===== config.mk =====
export PLATFORM = sky130hd
export DESIGN_NAME = pdb_cc_phy
export DESIGN_NICKNAME = d
export VERILOG_FILES = /design/src/hw/pdb_pkg.sv /design/src/hw/pdb_cc_phy.sv
export SDC_FILE = /design/constraint.sdc
export NUM_CORES = 1
export LEC_CHECK = 0
export CORE_UTILIZATION = 30
export CTS_CLUSTER_DIAMETER = 60
export DETAILED_ROUTE_END_ITERATION = 6
export DONT_BUFFER_PORTS = 1
export SYNTH_ARGS = -nofsm -noshare
export SYNTH_HDL_FRONTEND = slang
export SYNTH_SLANG_ARGS = --single-unit
export TNS_END_PERCENT = 20

===== constraint.sdc =====
create_clock -name CORE_CLK -period 2.3 [get_ports CORE_CLK]
set_input_delay 0.115 -clock CORE_CLK [delete_from_list [all_inputs] [get_ports CORE_CLK]]
set_output_delay 0.115 -clock CORE_CLK [all_outputs]
set_load 0.03 [all_outputs]

===== src/hw/pdb_pkg.sv =====
// Package: constants for the CC line BMC physical layer
package pdb_pkg;

  // =====================================================================
  // Timing
  // =====================================================================
  localparam int CLK_HZ         = 20_000_000;
  localparam int BIT_RATE_HZ    = 300_000;
  // Cycles per half bit interval, rounded down so the rate never runs slow
  localparam int HALF_BIT_CYC   = CLK_HZ / (2 * BIT_RATE_HZ);
  localparam int CNT_W          = 8;
  // Receive: a gap longer than this marks a full interval (zero bit)
  localparam int RX_THR_CYC     = (3 * HALF_BIT_CYC) / 2;
  // Receive: no edge for this long ends the packet
  localparam int RX_IDLE_CYC    = 3 * HALF_BIT_CYC;
  // Low level held before the first preamble edge
  localparam int PRE_LOW_CYC    = HALF_BIT_CYC;

  // =====================================================================
  // Reset values
  // =====================================================================
  localparam logic RST_LINE     = 1'b0;
  // Released CC wire rests at its attach bias, read as high
  localparam logic RST_CC_IN    = 1'b1;

  // =====================================================================
  // Transmit states
  // =====================================================================
  typedef enum logic [1:0] {
    TX_IDLE  = 2'b00,
    TX_LOW   = 2'b01,
    TX_BITS  = 2'b10,
    TX_CLOSE = 2'b11
  } pdb_tx_state_t;

endpackage : pdb_pkg


===== src/hw/pdb_cc_phy.sv =====
// Module: BMC encoder, decoder and CC pin driver for one Type-C port
// =====================================================================
module pdb_cc_phy #(
  parameter int HALF_CYC = pdb_pkg::HALF_BIT_CYC
) (
  input  wire logic CORE_CLK,
  input  wire logic ARST_N,
  input  wire logic ORIENT_FLIP,     // Orientation: 0 uses line a, 1 line b
  input  wire logic TX_VALID,        // Bit offered by the protocol layer
  input  wire logic TX_DATA,
  input  wire logic TX_LAST,         // Marks the final end-of-packet bit
  output logic      TX_READY,        // Pulse: offered bit taken
  output logic      TX_BUSY,
  output logic      CC_LINE_A_O,
  output logic      CC_LINE_A_OE,
  input  wire logic CC_LINE_A_I,
  output logic      CC_LINE_B_O,
  output logic      CC_LINE_B_OE,
  input  wire logic CC_LINE_B_I,
  output logic      RX_VALID,        // Pulse: one decoded bit
  output logic      RX_DATA,
  output logic      RX_ACTIVE
);

  // =====================================================================
  // Transmit side
  // =====================================================================
  pdb_pkg::pdb_tx_state_t   st_r, st_nxt;
  logic [pdb_pkg::CNT_W-1:0] tcnt_r, tcnt_nxt;
  logic                     half_r, half_nxt;   // 1 in second half of bit
  logic                     bit_r, bit_nxt;
  logic                     last_r, last_nxt;
  logic                     line_r, line_nxt;
  logic                     take_nxt;

  localparam logic [pdb_pkg::CNT_W-1:0] HC_M1 = pdb_pkg::CNT_W'(HALF_CYC - 1);
  localparam logic [pdb_pkg::CNT_W-1:0] PL_M1 = pdb_pkg::CNT_W'(pdb_pkg::PRE_LOW_CYC - 1);

  wire tick = (tcnt_r == '0);

  // Next-state logic; a bit is taken at the end of the low preamble and at each interval boundary until the packet closes
  always_comb begin
    st_nxt   = st_r;
    tcnt_nxt = tick ? HC_M1 : tcnt_r - 1'b1;
    half_nxt = half_r;
    bit_nxt  = bit_r;
    last_nxt = last_r;
    line_nxt = line_r;
    take_nxt = 1'b0;
    unique case (st_r)
      pdb_pkg::TX_IDLE: begin
        line_nxt = pdb_pkg::RST_LINE;
        if (TX_VALID) begin
          st_nxt   = pdb_pkg::TX_LOW;
          tcnt_nxt = PL_M1;
          line_nxt = 1'b0;
        end
      end
      pdb_pkg::TX_LOW: begin
        if (tick) begin
          st_nxt   = pdb_pkg::TX_BITS;
          take_nxt = 1'b1;
          bit_nxt  = TX_DATA;
          last_nxt = TX_LAST;
          half_nxt = 1'b0;
          line_nxt = ~line_r;
        end
      end
      pdb_pkg::TX_BITS: begin
        if (tick && !half_r) begin
          half_nxt = 1'b1;
          if (bit_r)
            line_nxt = ~line_r;
        end else if (tick) begin
          half_nxt = 1'b0;
          line_nxt = ~line_r;
          if (last_r || !TX_VALID) begin
            st_nxt = pdb_pkg::TX_CLOSE;
          end else begin
            take_nxt = 1'b1;
            bit_nxt  = TX_DATA;
            last_nxt = TX_LAST;
          end
        end
      end
      pdb_pkg::TX_CLOSE: begin
        // Closing edge is out; hold it a half interval, then release
        if (tick)
          st_nxt = pdb_pkg::TX_IDLE;
      end
    endcase
  end

  wire driving_nxt = (st_nxt != pdb_pkg::TX_IDLE);

  // Transmit registers; output enable follows state, never a stale level
  always_ff @(posedge CORE_CLK or negedge ARST_N) begin
    if (!ARST_N) begin
      st_r         <= pdb_pkg::TX_IDLE;
      tcnt_r       <= '0;
      half_r       <= 1'b0;
      bit_r        <= 1'b0;
      last_r       <= 1'b0;
      line_r       <= pdb_pkg::RST_LINE;
      TX_READY     <= 1'b0;
      TX_BUSY      <= 1'b0;
      CC_LINE_A_O  <= 1'b0;
      CC_LINE_A_OE <= 1'b0;
      CC_LINE_B_O  <= 1'b0;
      CC_LINE_B_OE <= 1'b0;
    end else begin
      st_r         <= st_nxt;
      tcnt_r       <= tcnt_nxt;
      half_r       <= half_nxt;
      bit_r        <= bit_nxt;
      last_r       <= last_nxt;
      line_r       <= line_nxt;
      TX_READY     <= take_nxt;
      TX_BUSY      <= driving_nxt;
      CC_LINE_A_O  <= line_nxt & ~ORIENT_FLIP;
      CC_LINE_A_OE <= driving_nxt & ~ORIENT_FLIP;
      CC_LINE_B_O  <= line_nxt & ORIENT_FLIP;
      CC_LINE_B_OE <= driving_nxt & ORIENT_FLIP;
    end
  end

  // =====================================================================
  // Receive side
  // =====================================================================
  logic                      a_s1_r, a_s2_r, b_s1_r, b_s2_r, s3_r;
  logic [pdb_pkg::CNT_W-1:0] gap_r;
  logic                      pend_r;    // Mid edge seen in this interval
  logic                      act_r;

  // Both pins are synchronised first, so the select never sees a raw pin
  wire cc_sel  = ORIENT_FLIP ? b_s2_r : a_s2_r;
  wire edge_w  = (cc_sel != s3_r) && !TX_BUSY;
  wire long_w  = (gap_r > pdb_pkg::CNT_W'(pdb_pkg::RX_THR_CYC));
  wire idle_w  = (gap_r >= pdb_pkg::CNT_W'(pdb_pkg::RX_IDLE_CYC));

  // Two-stage synchroniser, then gap timing between edges
  always_ff @(posedge CORE_CLK or negedge ARST_N) begin
    if (!ARST_N) begin
      // Idle level of the wire, so no false edge follows reset
      a_s1_r   <= pdb_pkg::RST_CC_IN;
      a_s2_r   <= pdb_pkg::RST_CC_IN;
      b_s1_r   <= pdb_pkg::RST_CC_IN;
      b_s2_r   <= pdb_pkg::RST_CC_IN;
      s3_r     <= pdb_pkg::RST_CC_IN;
      gap_r    <= '0;
      pend_r   <= 1'b0;
      act_r    <= 1'b0;
      RX_VALID <= 1'b0;
      RX_DATA  <= 1'b0;
      RX_ACTIVE <= 1'b0;
    end else begin
      a_s1_r   <= CC_LINE_A_I;
      a_s2_r   <= a_s1_r;
      b_s1_r   <= CC_LINE_B_I;
      b_s2_r   <= b_s1_r;
      s3_r     <= cc_sel;
      RX_VALID <= 1'b0;
      if (edge_w) begin
        gap_r <= '0;
        // First edge only starts timing, so a lost first edge before a zero bit costs only that bit
        if (act_r && long_w) begin
          RX_VALID <= 1'b1;
          RX_DATA  <= 1'b0;
          pend_r   <= 1'b0;
        end else if (act_r && pend_r) begin
          RX_VALID <= 1'b1;
          RX_DATA  <= 1'b1;
          pend_r   <= 1'b0;
        end else if (act_r) begin
          pend_r   <= 1'b1;
        end
        act_r     <= 1'b1;
        RX_ACTIVE <= 1'b1;
      end else if (idle_w) begin
        act_r     <= 1'b0;
        pend_r    <= 1'b0;
        RX_ACTIVE <= 1'b0;
      end else begin
        gap_r <= gap_r + 1'b1;
      end
    end
  end

  // =====================================================================
  // Checks
  // =====================================================================
  property p_oe_idle;
    @(posedge CORE_CLK) disable iff (!ARST_N)
    (st_r == pdb_pkg::TX_IDLE) |-> !CC_LINE_A_OE && !CC_LINE_B_OE;
  endproperty
  a_oe_idle: assert property (p_oe_idle) else $error("driver on while idle");

  property p_one_pin;
    @(posedge CORE_CLK) disable iff (!ARST_N)
    !(CC_LINE_A_OE && CC_LINE_B_OE);
  endproperty
  a_one_pin: assert property (p_one_pin) else $error("both CC pins driven");

  property p_drive_busy;
    @(posedge CORE_CLK) disable iff (!ARST_N)
    TX_BUSY |-> (CC_LINE_A_OE || CC_LINE_B_OE);
  endproperty
  a_drive_busy: assert property (p_drive_busy) else $error("busy but not driving");

  property p_pre_low;
    @(posedge CORE_CLK) disable iff (!ARST_N)
    (st_r == pdb_pkg::TX_LOW) |-> !line_r;
  endproperty
  a_pre_low: assert property (p_pre_low) else $error("preamble not low");

  property p_boundary;
    @(posedge CORE_CLK) disable iff (!ARST_N)
    (st_r == pdb_pkg::TX_BITS && tick && half_r) |=> (line_r != $past(line_r));
  endproperty
  a_boundary: assert property (p_boundary) else $error("no boundary edge");

  property p_mid_one;
    @(posedge CORE_CLK) disable iff (!ARST_N)
    (st_r == pdb_pkg::TX_BITS && tick && !half_r) |=>
      ((line_r != $past(line_r)) == $past(bit_r));
  endproperty
  a_mid_one: assert property (p_mid_one) else $error("bad mid edge");

  property p_close;
    @(posedge CORE_CLK) disable iff (!ARST_N)
    (st_r == pdb_pkg::TX_BITS && st_nxt == pdb_pkg::TX_CLOSE) |=>
      (line_r != $past(line_r)) ##1 (st_r == pdb_pkg::TX_CLOSE);
  endproperty
  a_close: assert property (p_close) else $error("no closing edge");

  property p_no_self_rx;
    @(posedge CORE_CLK) disable iff (!ARST_N)
    $rose(TX_BUSY) |-> ##1 !RX_VALID [*3];
  endproperty
  a_no_self_rx: assert property (p_no_self_rx) else $error("decoded own tx");

  // Any cycle spent driving must leave the decoder silent on the next one
  property p_rx_mute;
    @(posedge CORE_CLK) disable iff (!ARST_N)
    TX_BUSY |=> !RX_VALID;
  endproperty
  a_rx_mute: assert property (p_rx_mute) else $error("decoded while driving");

  c_tx_pkt: cover property (@(posedge CORE_CLK) disable iff (!ARST_N)
    st_r == pdb_pkg::TX_CLOSE);
  c_rx_one: cover property (@(posedge CORE_CLK) disable iff (!ARST_N)
    RX_VALID && RX_DATA);
  c_rx_zero: cover property (@(posedge CORE_CLK) disable iff (!ARST_N)
    RX_VALID && !RX_DATA);

endmodule : pdb_cc_phy


After elaboration in Yosys (flattened, before gate mapping):

Index checks and enable logic that the tools add are counted.
Widths: inputs -> output; s select.

* $add $sub $neg: 2
* order comparisons: 2
* equality and inequality tests: 10
* multiplexer cells: 46
* bitwise gates (word level): 6
* reductions and logical operators: 17

Operators with widths (count)
* $mux 8: 5
* $mux 1: 29
* $mux 2: 6
* $ne 2x2->1 const B: 5
* $add 8x1->8 const B: 1
* $ge 8x7->1 const B: 1
* $gt 8x6->1 const B: 1
* $logic_not 8->1: 1
* $pmux 1 s2: 4
* $pmux 2 s4: 1
* $reduce_bool 2->1: 4
* $sub 8x1->8 const B: 1
* $reduce_and 5->1: 1
* $and 1x1->1: 4
* $eq 2x2->1 const B: 2
* $logic_and 1x1->1: 4
* $ne 4x2->1 const B: 1
* $reduce_and 2->1: 2
* $logic_not 1->1: 3
* $pmux 1 s3: 1
* $eq 2x1->1 const B: 1
* $logic_not 2->1: 1
* $not 1->1: 2
* $logic_or 1x1->1: 1
* $ne 1x1->1: 1

* flip-flop bits (word level): 37
* input port bits: 8
* word-level logic and storage cells: 105

Depth between registers and ports, before layout:

* word-level depth: 8
* depth in mapped cells: 11
* mapped depth without buffers: 11

Worst setup path after synthesis:

Ideal clock, no wire load.

* path kind: register to register
* start: register tcnt_r[0] in the netlist's numbering
* end: register CC_LINE_B_OE
* setup time: 0.124 ns
* data arrival time: 1.971 ns
* required time: 2.176 ns
* setup slack: 0.205 ns
* cell stages (with the launch flop): 11
* buffers on the path: 0
* period minus slack after synthesis: 2.095 ns
* path through: dfrtp_1 > inv_1 > ha_1 > nor3b_4 > nand2_2 > inv_2 > ha_1 > nor2b_1 > a311o_1 > a31oi_2 > nor2b_1

* word-level cells in the longest chain between the ends: 6

Ends and longest elaborated chain
* start, declared: line pdb_cc_phy.sv:29 `logic [pdb_pkg::CNT_W-1:0] tcnt_r, tcnt_nxt;`
* start signal, assigned: line pdb_cc_phy.sv:113 `tcnt_r <= tcnt_nxt;`
* $logic_not 8->1 *: line pdb_cc_phy.sv:39 `wire tick = (tcnt_r == '0);`
* $mux 2 or $logic_and 1x1->1 (tied branches): line pdb_cc_phy.sv:74, pdb_cc_phy.sv:70
* $mux 2: line pdb_cc_phy.sv:70 `if (tick && !half_r) begin`
* $pmux 2 s4 *: line pdb_cc_phy.sv:50 `unique case (st_r)`
* named net st_nxt[0]: line pdb_cc_phy.sv:28 `pdb_pkg::pdb_tx_state_t st_r, st_nxt;`
* $reduce_bool 2->1 *: line pdb_cc_phy.sv:94 `wire driving_nxt = (st_nxt != pdb_pkg::TX_IDLE);`
* $and 1x1->1 *: line pdb_cc_phy.sv:123 `CC_LINE_B_OE <= driving_nxt & ORIENT_FLIP;`
* end signal, assigned: line pdb_cc_phy.sv:123
* end, declared: line pdb_cc_phy.sv:18 `output logic CC_LINE_B_OE,`

Mark *: on every way through the listed nets, which the timed path passes. The rest lies on a longest branch.
A chain may end at the register's enable or synchronous reset.

Worst setup path after layout:

* start: register tcnt_r[0] in the netlist's numbering
* end: register bit_r

* word-level cells in the longest chain between the ends: 4

Ends and longest elaborated chain
* $logic_not 8->1 *: line pdb_cc_phy.sv:39
* $logic_and 1x1->1: line pdb_cc_phy.sv:70
* $ne 2x2->1 (no source line)
* $reduce_and 5->1 (no source line) *
* end signal, assigned: line pdb_cc_phy.sv:115 `bit_r <= bit_nxt;`
* end, declared: line pdb_cc_phy.sv:31 `logic bit_r, bit_nxt;`

Every way passes the cells marked *; elsewhere a longest branch is shown, timed or not.

==> flow_summary_export.csv <==
group,metric,value,unit
final_layout,fillers,572,
routing,ant_nets,0,
worst_setup_path,critPathMaxFanout,5,
cts,postCtsHoldBufs,8,
grt,grt_pass1_wl,5640,µm
cts,clock_latency,0.29,ns
routing,wl_per_cell,12.8,µm
synth,avgSynthCellArea,10.9,µm²
timing,fin_crit_sh,94.3,%
cts,cts_buffer_depth,2,
timing,fin_crit,2.17,ns
synth,post-synth-top-count-cell,"dfrtp_1",
floorplanning,die_h,79.8,µm
routing,viasPerCell,4.89,
timing,setup_viol,0,
grt,grt_usage,11.5,%
synth,synth_flop_cell,"dfrtp_1",
grt,grt_antenna_before_repair,0,
grt,grt_max_degree,38,
timing,worst_hold_slack,0.0212,ns
final_layout,final_nets,202,
synth,synth.net_count,186,
grt,grt_pass1_vias,1198,
timing,hold_viol,0,
timing,maxSlewHeadroom,40.9,%
final_layout,area_growth,16.7,%
synth,netlist.area_leader.share,44.0,%
worst_setup_path,worst-endpoint-arrival,2.34,ns
worst_setup_path,crit_chain,"inv_1 -> ha_1 -> nor3b_4 -> nand2_2 -> inv_2 -> ha_1 -> or2b_2 -> o22ai_1 -> nand2_1 -> mux2_1",
cts,h-tree-depth,2,
synth,synth_cell_types,46,
floorplanning,dieArea,0.00638,mm²
cts,clock_sinks,37,
final_layout,insertedDiodeCount,0,
floorplanning,design.core.area,0.00568,mm²
floorplanning,ioPinCount,17,
timing,rsz0062_at_grt,"false",
grt,grt_overflow_total,0,
worst_setup_path,crit_type,"flip-flop to flip-flop",
routing,drc_errors,0,
timing,slew_violations,0,
floorplanning,rows,27,
routing,vias,1253,
placed_design,gp_congestion,0.849,
timing,fin_worst_skew,0.00684,ns
synth,seq_area_frac_synth,51.3,%
run,maxCapViolCount,0,
floorplanning,die-width,79.8,µm
floorplanning,start_util,32.0,%
worst_setup_path,startpoint_type,"flip-flop",
synth,synthTopCellsByCount,"dfrtp_1, nor2_1, nand2_1",
routing,first_pass_iters,4,
cts,root_buffer,"clkbuf_8",
worst_setup_path,critPathMostFrequentCell,"ha_1",
power_and_ir_drop,p_per_area,618,mW/mm²
synth,ys_top_cells_by_area,"dfrtp_1, ha_1, dfstp_2, nor2_1, xnor2_1",
timing,fin_tns_setup,0,ns
cts,clkTransAtPathRegs,0.08,ns
routing,drt_iter0_markers,92,
synth,synth-async-reset-ratio,100,%
cts,cts_resized,0,
worst_setup_path,crit_family,"simple AND/OR/NAND/NOR gates",
cts,cts_buffers,5,
synth,syn-instance-count,167,
status,outcome,"finished clean",
worst_setup_path,endpoint_kind,"flip-flop",
cts,cts_tree,"yes",
placed_design,dp_hpwl,2210,µm
placed_design,numPortBuffers,0,
cts,cts_setup_buffers,0,
final_layout,drive_gt1_share,15.2,%
synth,synth_edf_count,0,
routing,wl,3280,µm
timing,max_freq,461,MHz
worst_setup_path,worst-path-buf-inv,2,
power_and_ir_drop,cellLeakagePower,0.922,nW
timing,tightest_slew,0.884,ns
hold_path,hold_class,"input port to flip-flop",
worst_setup_path,cp_slowest_stage_delay,0.38,ns
synth,mappedNetlistArea,0.00182,mm²
synth,yosysTopAreaCell,"dfrtp_1",
synth,synth_warnings,0,
synth,ys_seq_elements,37,
worst_setup_path,cp.required,2.47,ns
power_and_ir_drop,peakVddDrop,0.379,mV
worst_setup_path,critPathSlowestCell,"dfrtp_1",
==> metrics by stage <==
step | util, % | cells | setup WS [ns] | cell area (µm²) | power, mW
2_1_floorplan | - | 167 | 0.205 | 1820 | 0.699
3_3_place_gp | 33.7 | 240 | 0.209 | 1910 | 0.702
3_5_place_dp | 33.7 | 240 | 0.157 | 1910 | 0.702
4_1_cts | 37.4 | 256 | 0.141 | 2120 | 1.33
5_1_grt | 37.4 | 256 | 0.00540 | 2120 | 1.37
6_report | 37.4 | 256 | 0.132 | 2120 | 1.31
==> routing by layer <==
layer	GRT usage (%)	vias to the layer above	wire [µm]
met3	4.34	4	126
met2	16.9	27	1490
met4	1.61	0	17
li1	-	607	-
met1	16.2	615	1650
met5	0	-	0
==> cell usage in the layout, fill, tap and decap left out, types with 3 or more instances in the layout <==
master / count
xor2_1: 5
dfrtp_1: 32
o31ai_1: 3
a21oi_1: 8
buf_4: 3
clkbuf_8: 6
dlygate4sd3_1: 7
inv_1: 10
dfstp_2: 5
xnor2_1: 6
nor2_1: 26
ha_1: 11
nor2b_1: 6
nand2_1: 12
==> final timing paths <==
path                        startpoint  endpoint  slack (ns)  cells after the start
hold reg to reg                 a_s1_r    a_s2_r        0.36                      0
min in group asynchronous       ARST_N  RX_VALID        0.28                      2
hold / removal             ORIENT_FLIP      s3_r        0.02                      1
setup / recovery             tcnt_r[0]     bit_r        0.13                     10
setup reg to reg             tcnt_r[0]     bit_r        0.13                     10
max in group asynchronous       ARST_N      s3_r        1.76                      2
==> registers in the layout, indices dropped and copies added (netlist names) <==
register,count
CC_LINE_A_O,1
b_s1_r,1
st_r,2
s3_r,1
last_r,1
pend_r,1
RX_DATA,1
half_r,1
b_s2_r,1
gap_r,8
RX_VALID,1
CC_LINE_A_OE,1
a_s2_r,1
CC_LINE_B_O,1
TX_BUSY,1
tcnt_r,8
bit_r,1
TX_READY,1
CC_LINE_B_OE,1
a_s1_r,1
act_r,1
line_r,1
==> layout make-up <==
type / instances / area [µm²] / area share [%]
inverters: 11 / 41.3 / 1.95
clock buffers: 6 / 82.6 / 3.89
well taps: 72 / 90.1 / 4.25
flip-flops and latches: 37 / 932 / 43.9
multi-input cells: 117 / 826 / 38.9
clock inverters: 2 / 37.5 / 1.77
repair buffers: 11 / 113 / 5.31
==> worst reg2reg max path, cell delays in order, from the launching register on <==
cell and delay [ns]:
dfrtp_1 0.38, inv_1 0.05, ha_1 0.22, nor3b_4 0.17, nand2_2 0.07, inv_2 0.06
ha_1 0.23, or2b_2 0.30, o22ai_1 0.19, nand2_1 0.09, mux2_1 0.31
==> report_power, final <==
| part | total, mW | internal, mW | leakage (nW) | switching (mW) |
|---|---|---|---|---|
| logic | 0.0401 | 0.0191 | 0.433 | 0.0210 |
| registers | 0.675 | 0.664 | 0.431 | 0.0116 |
| clock network | 0.596 | 0.353 | 0.0574 | 0.243 |
| total | 1.31 | 1.04 | 0.922 | 0.276 |
==> cell families (layout without fill, tap and decap cells) <==
group	count (synthesis)	after routing	share of synthesized area [%]
xor+xnor	11	11	5.30
compound gates	29	29	12.1
flops	37	37	51.3
buf+inv	13	30	3.30
mux	3	3	1.79
fa+ha+maj	11	11	7.57
simple gates	63	63	18.7
(Power assumes the default switching activity.)
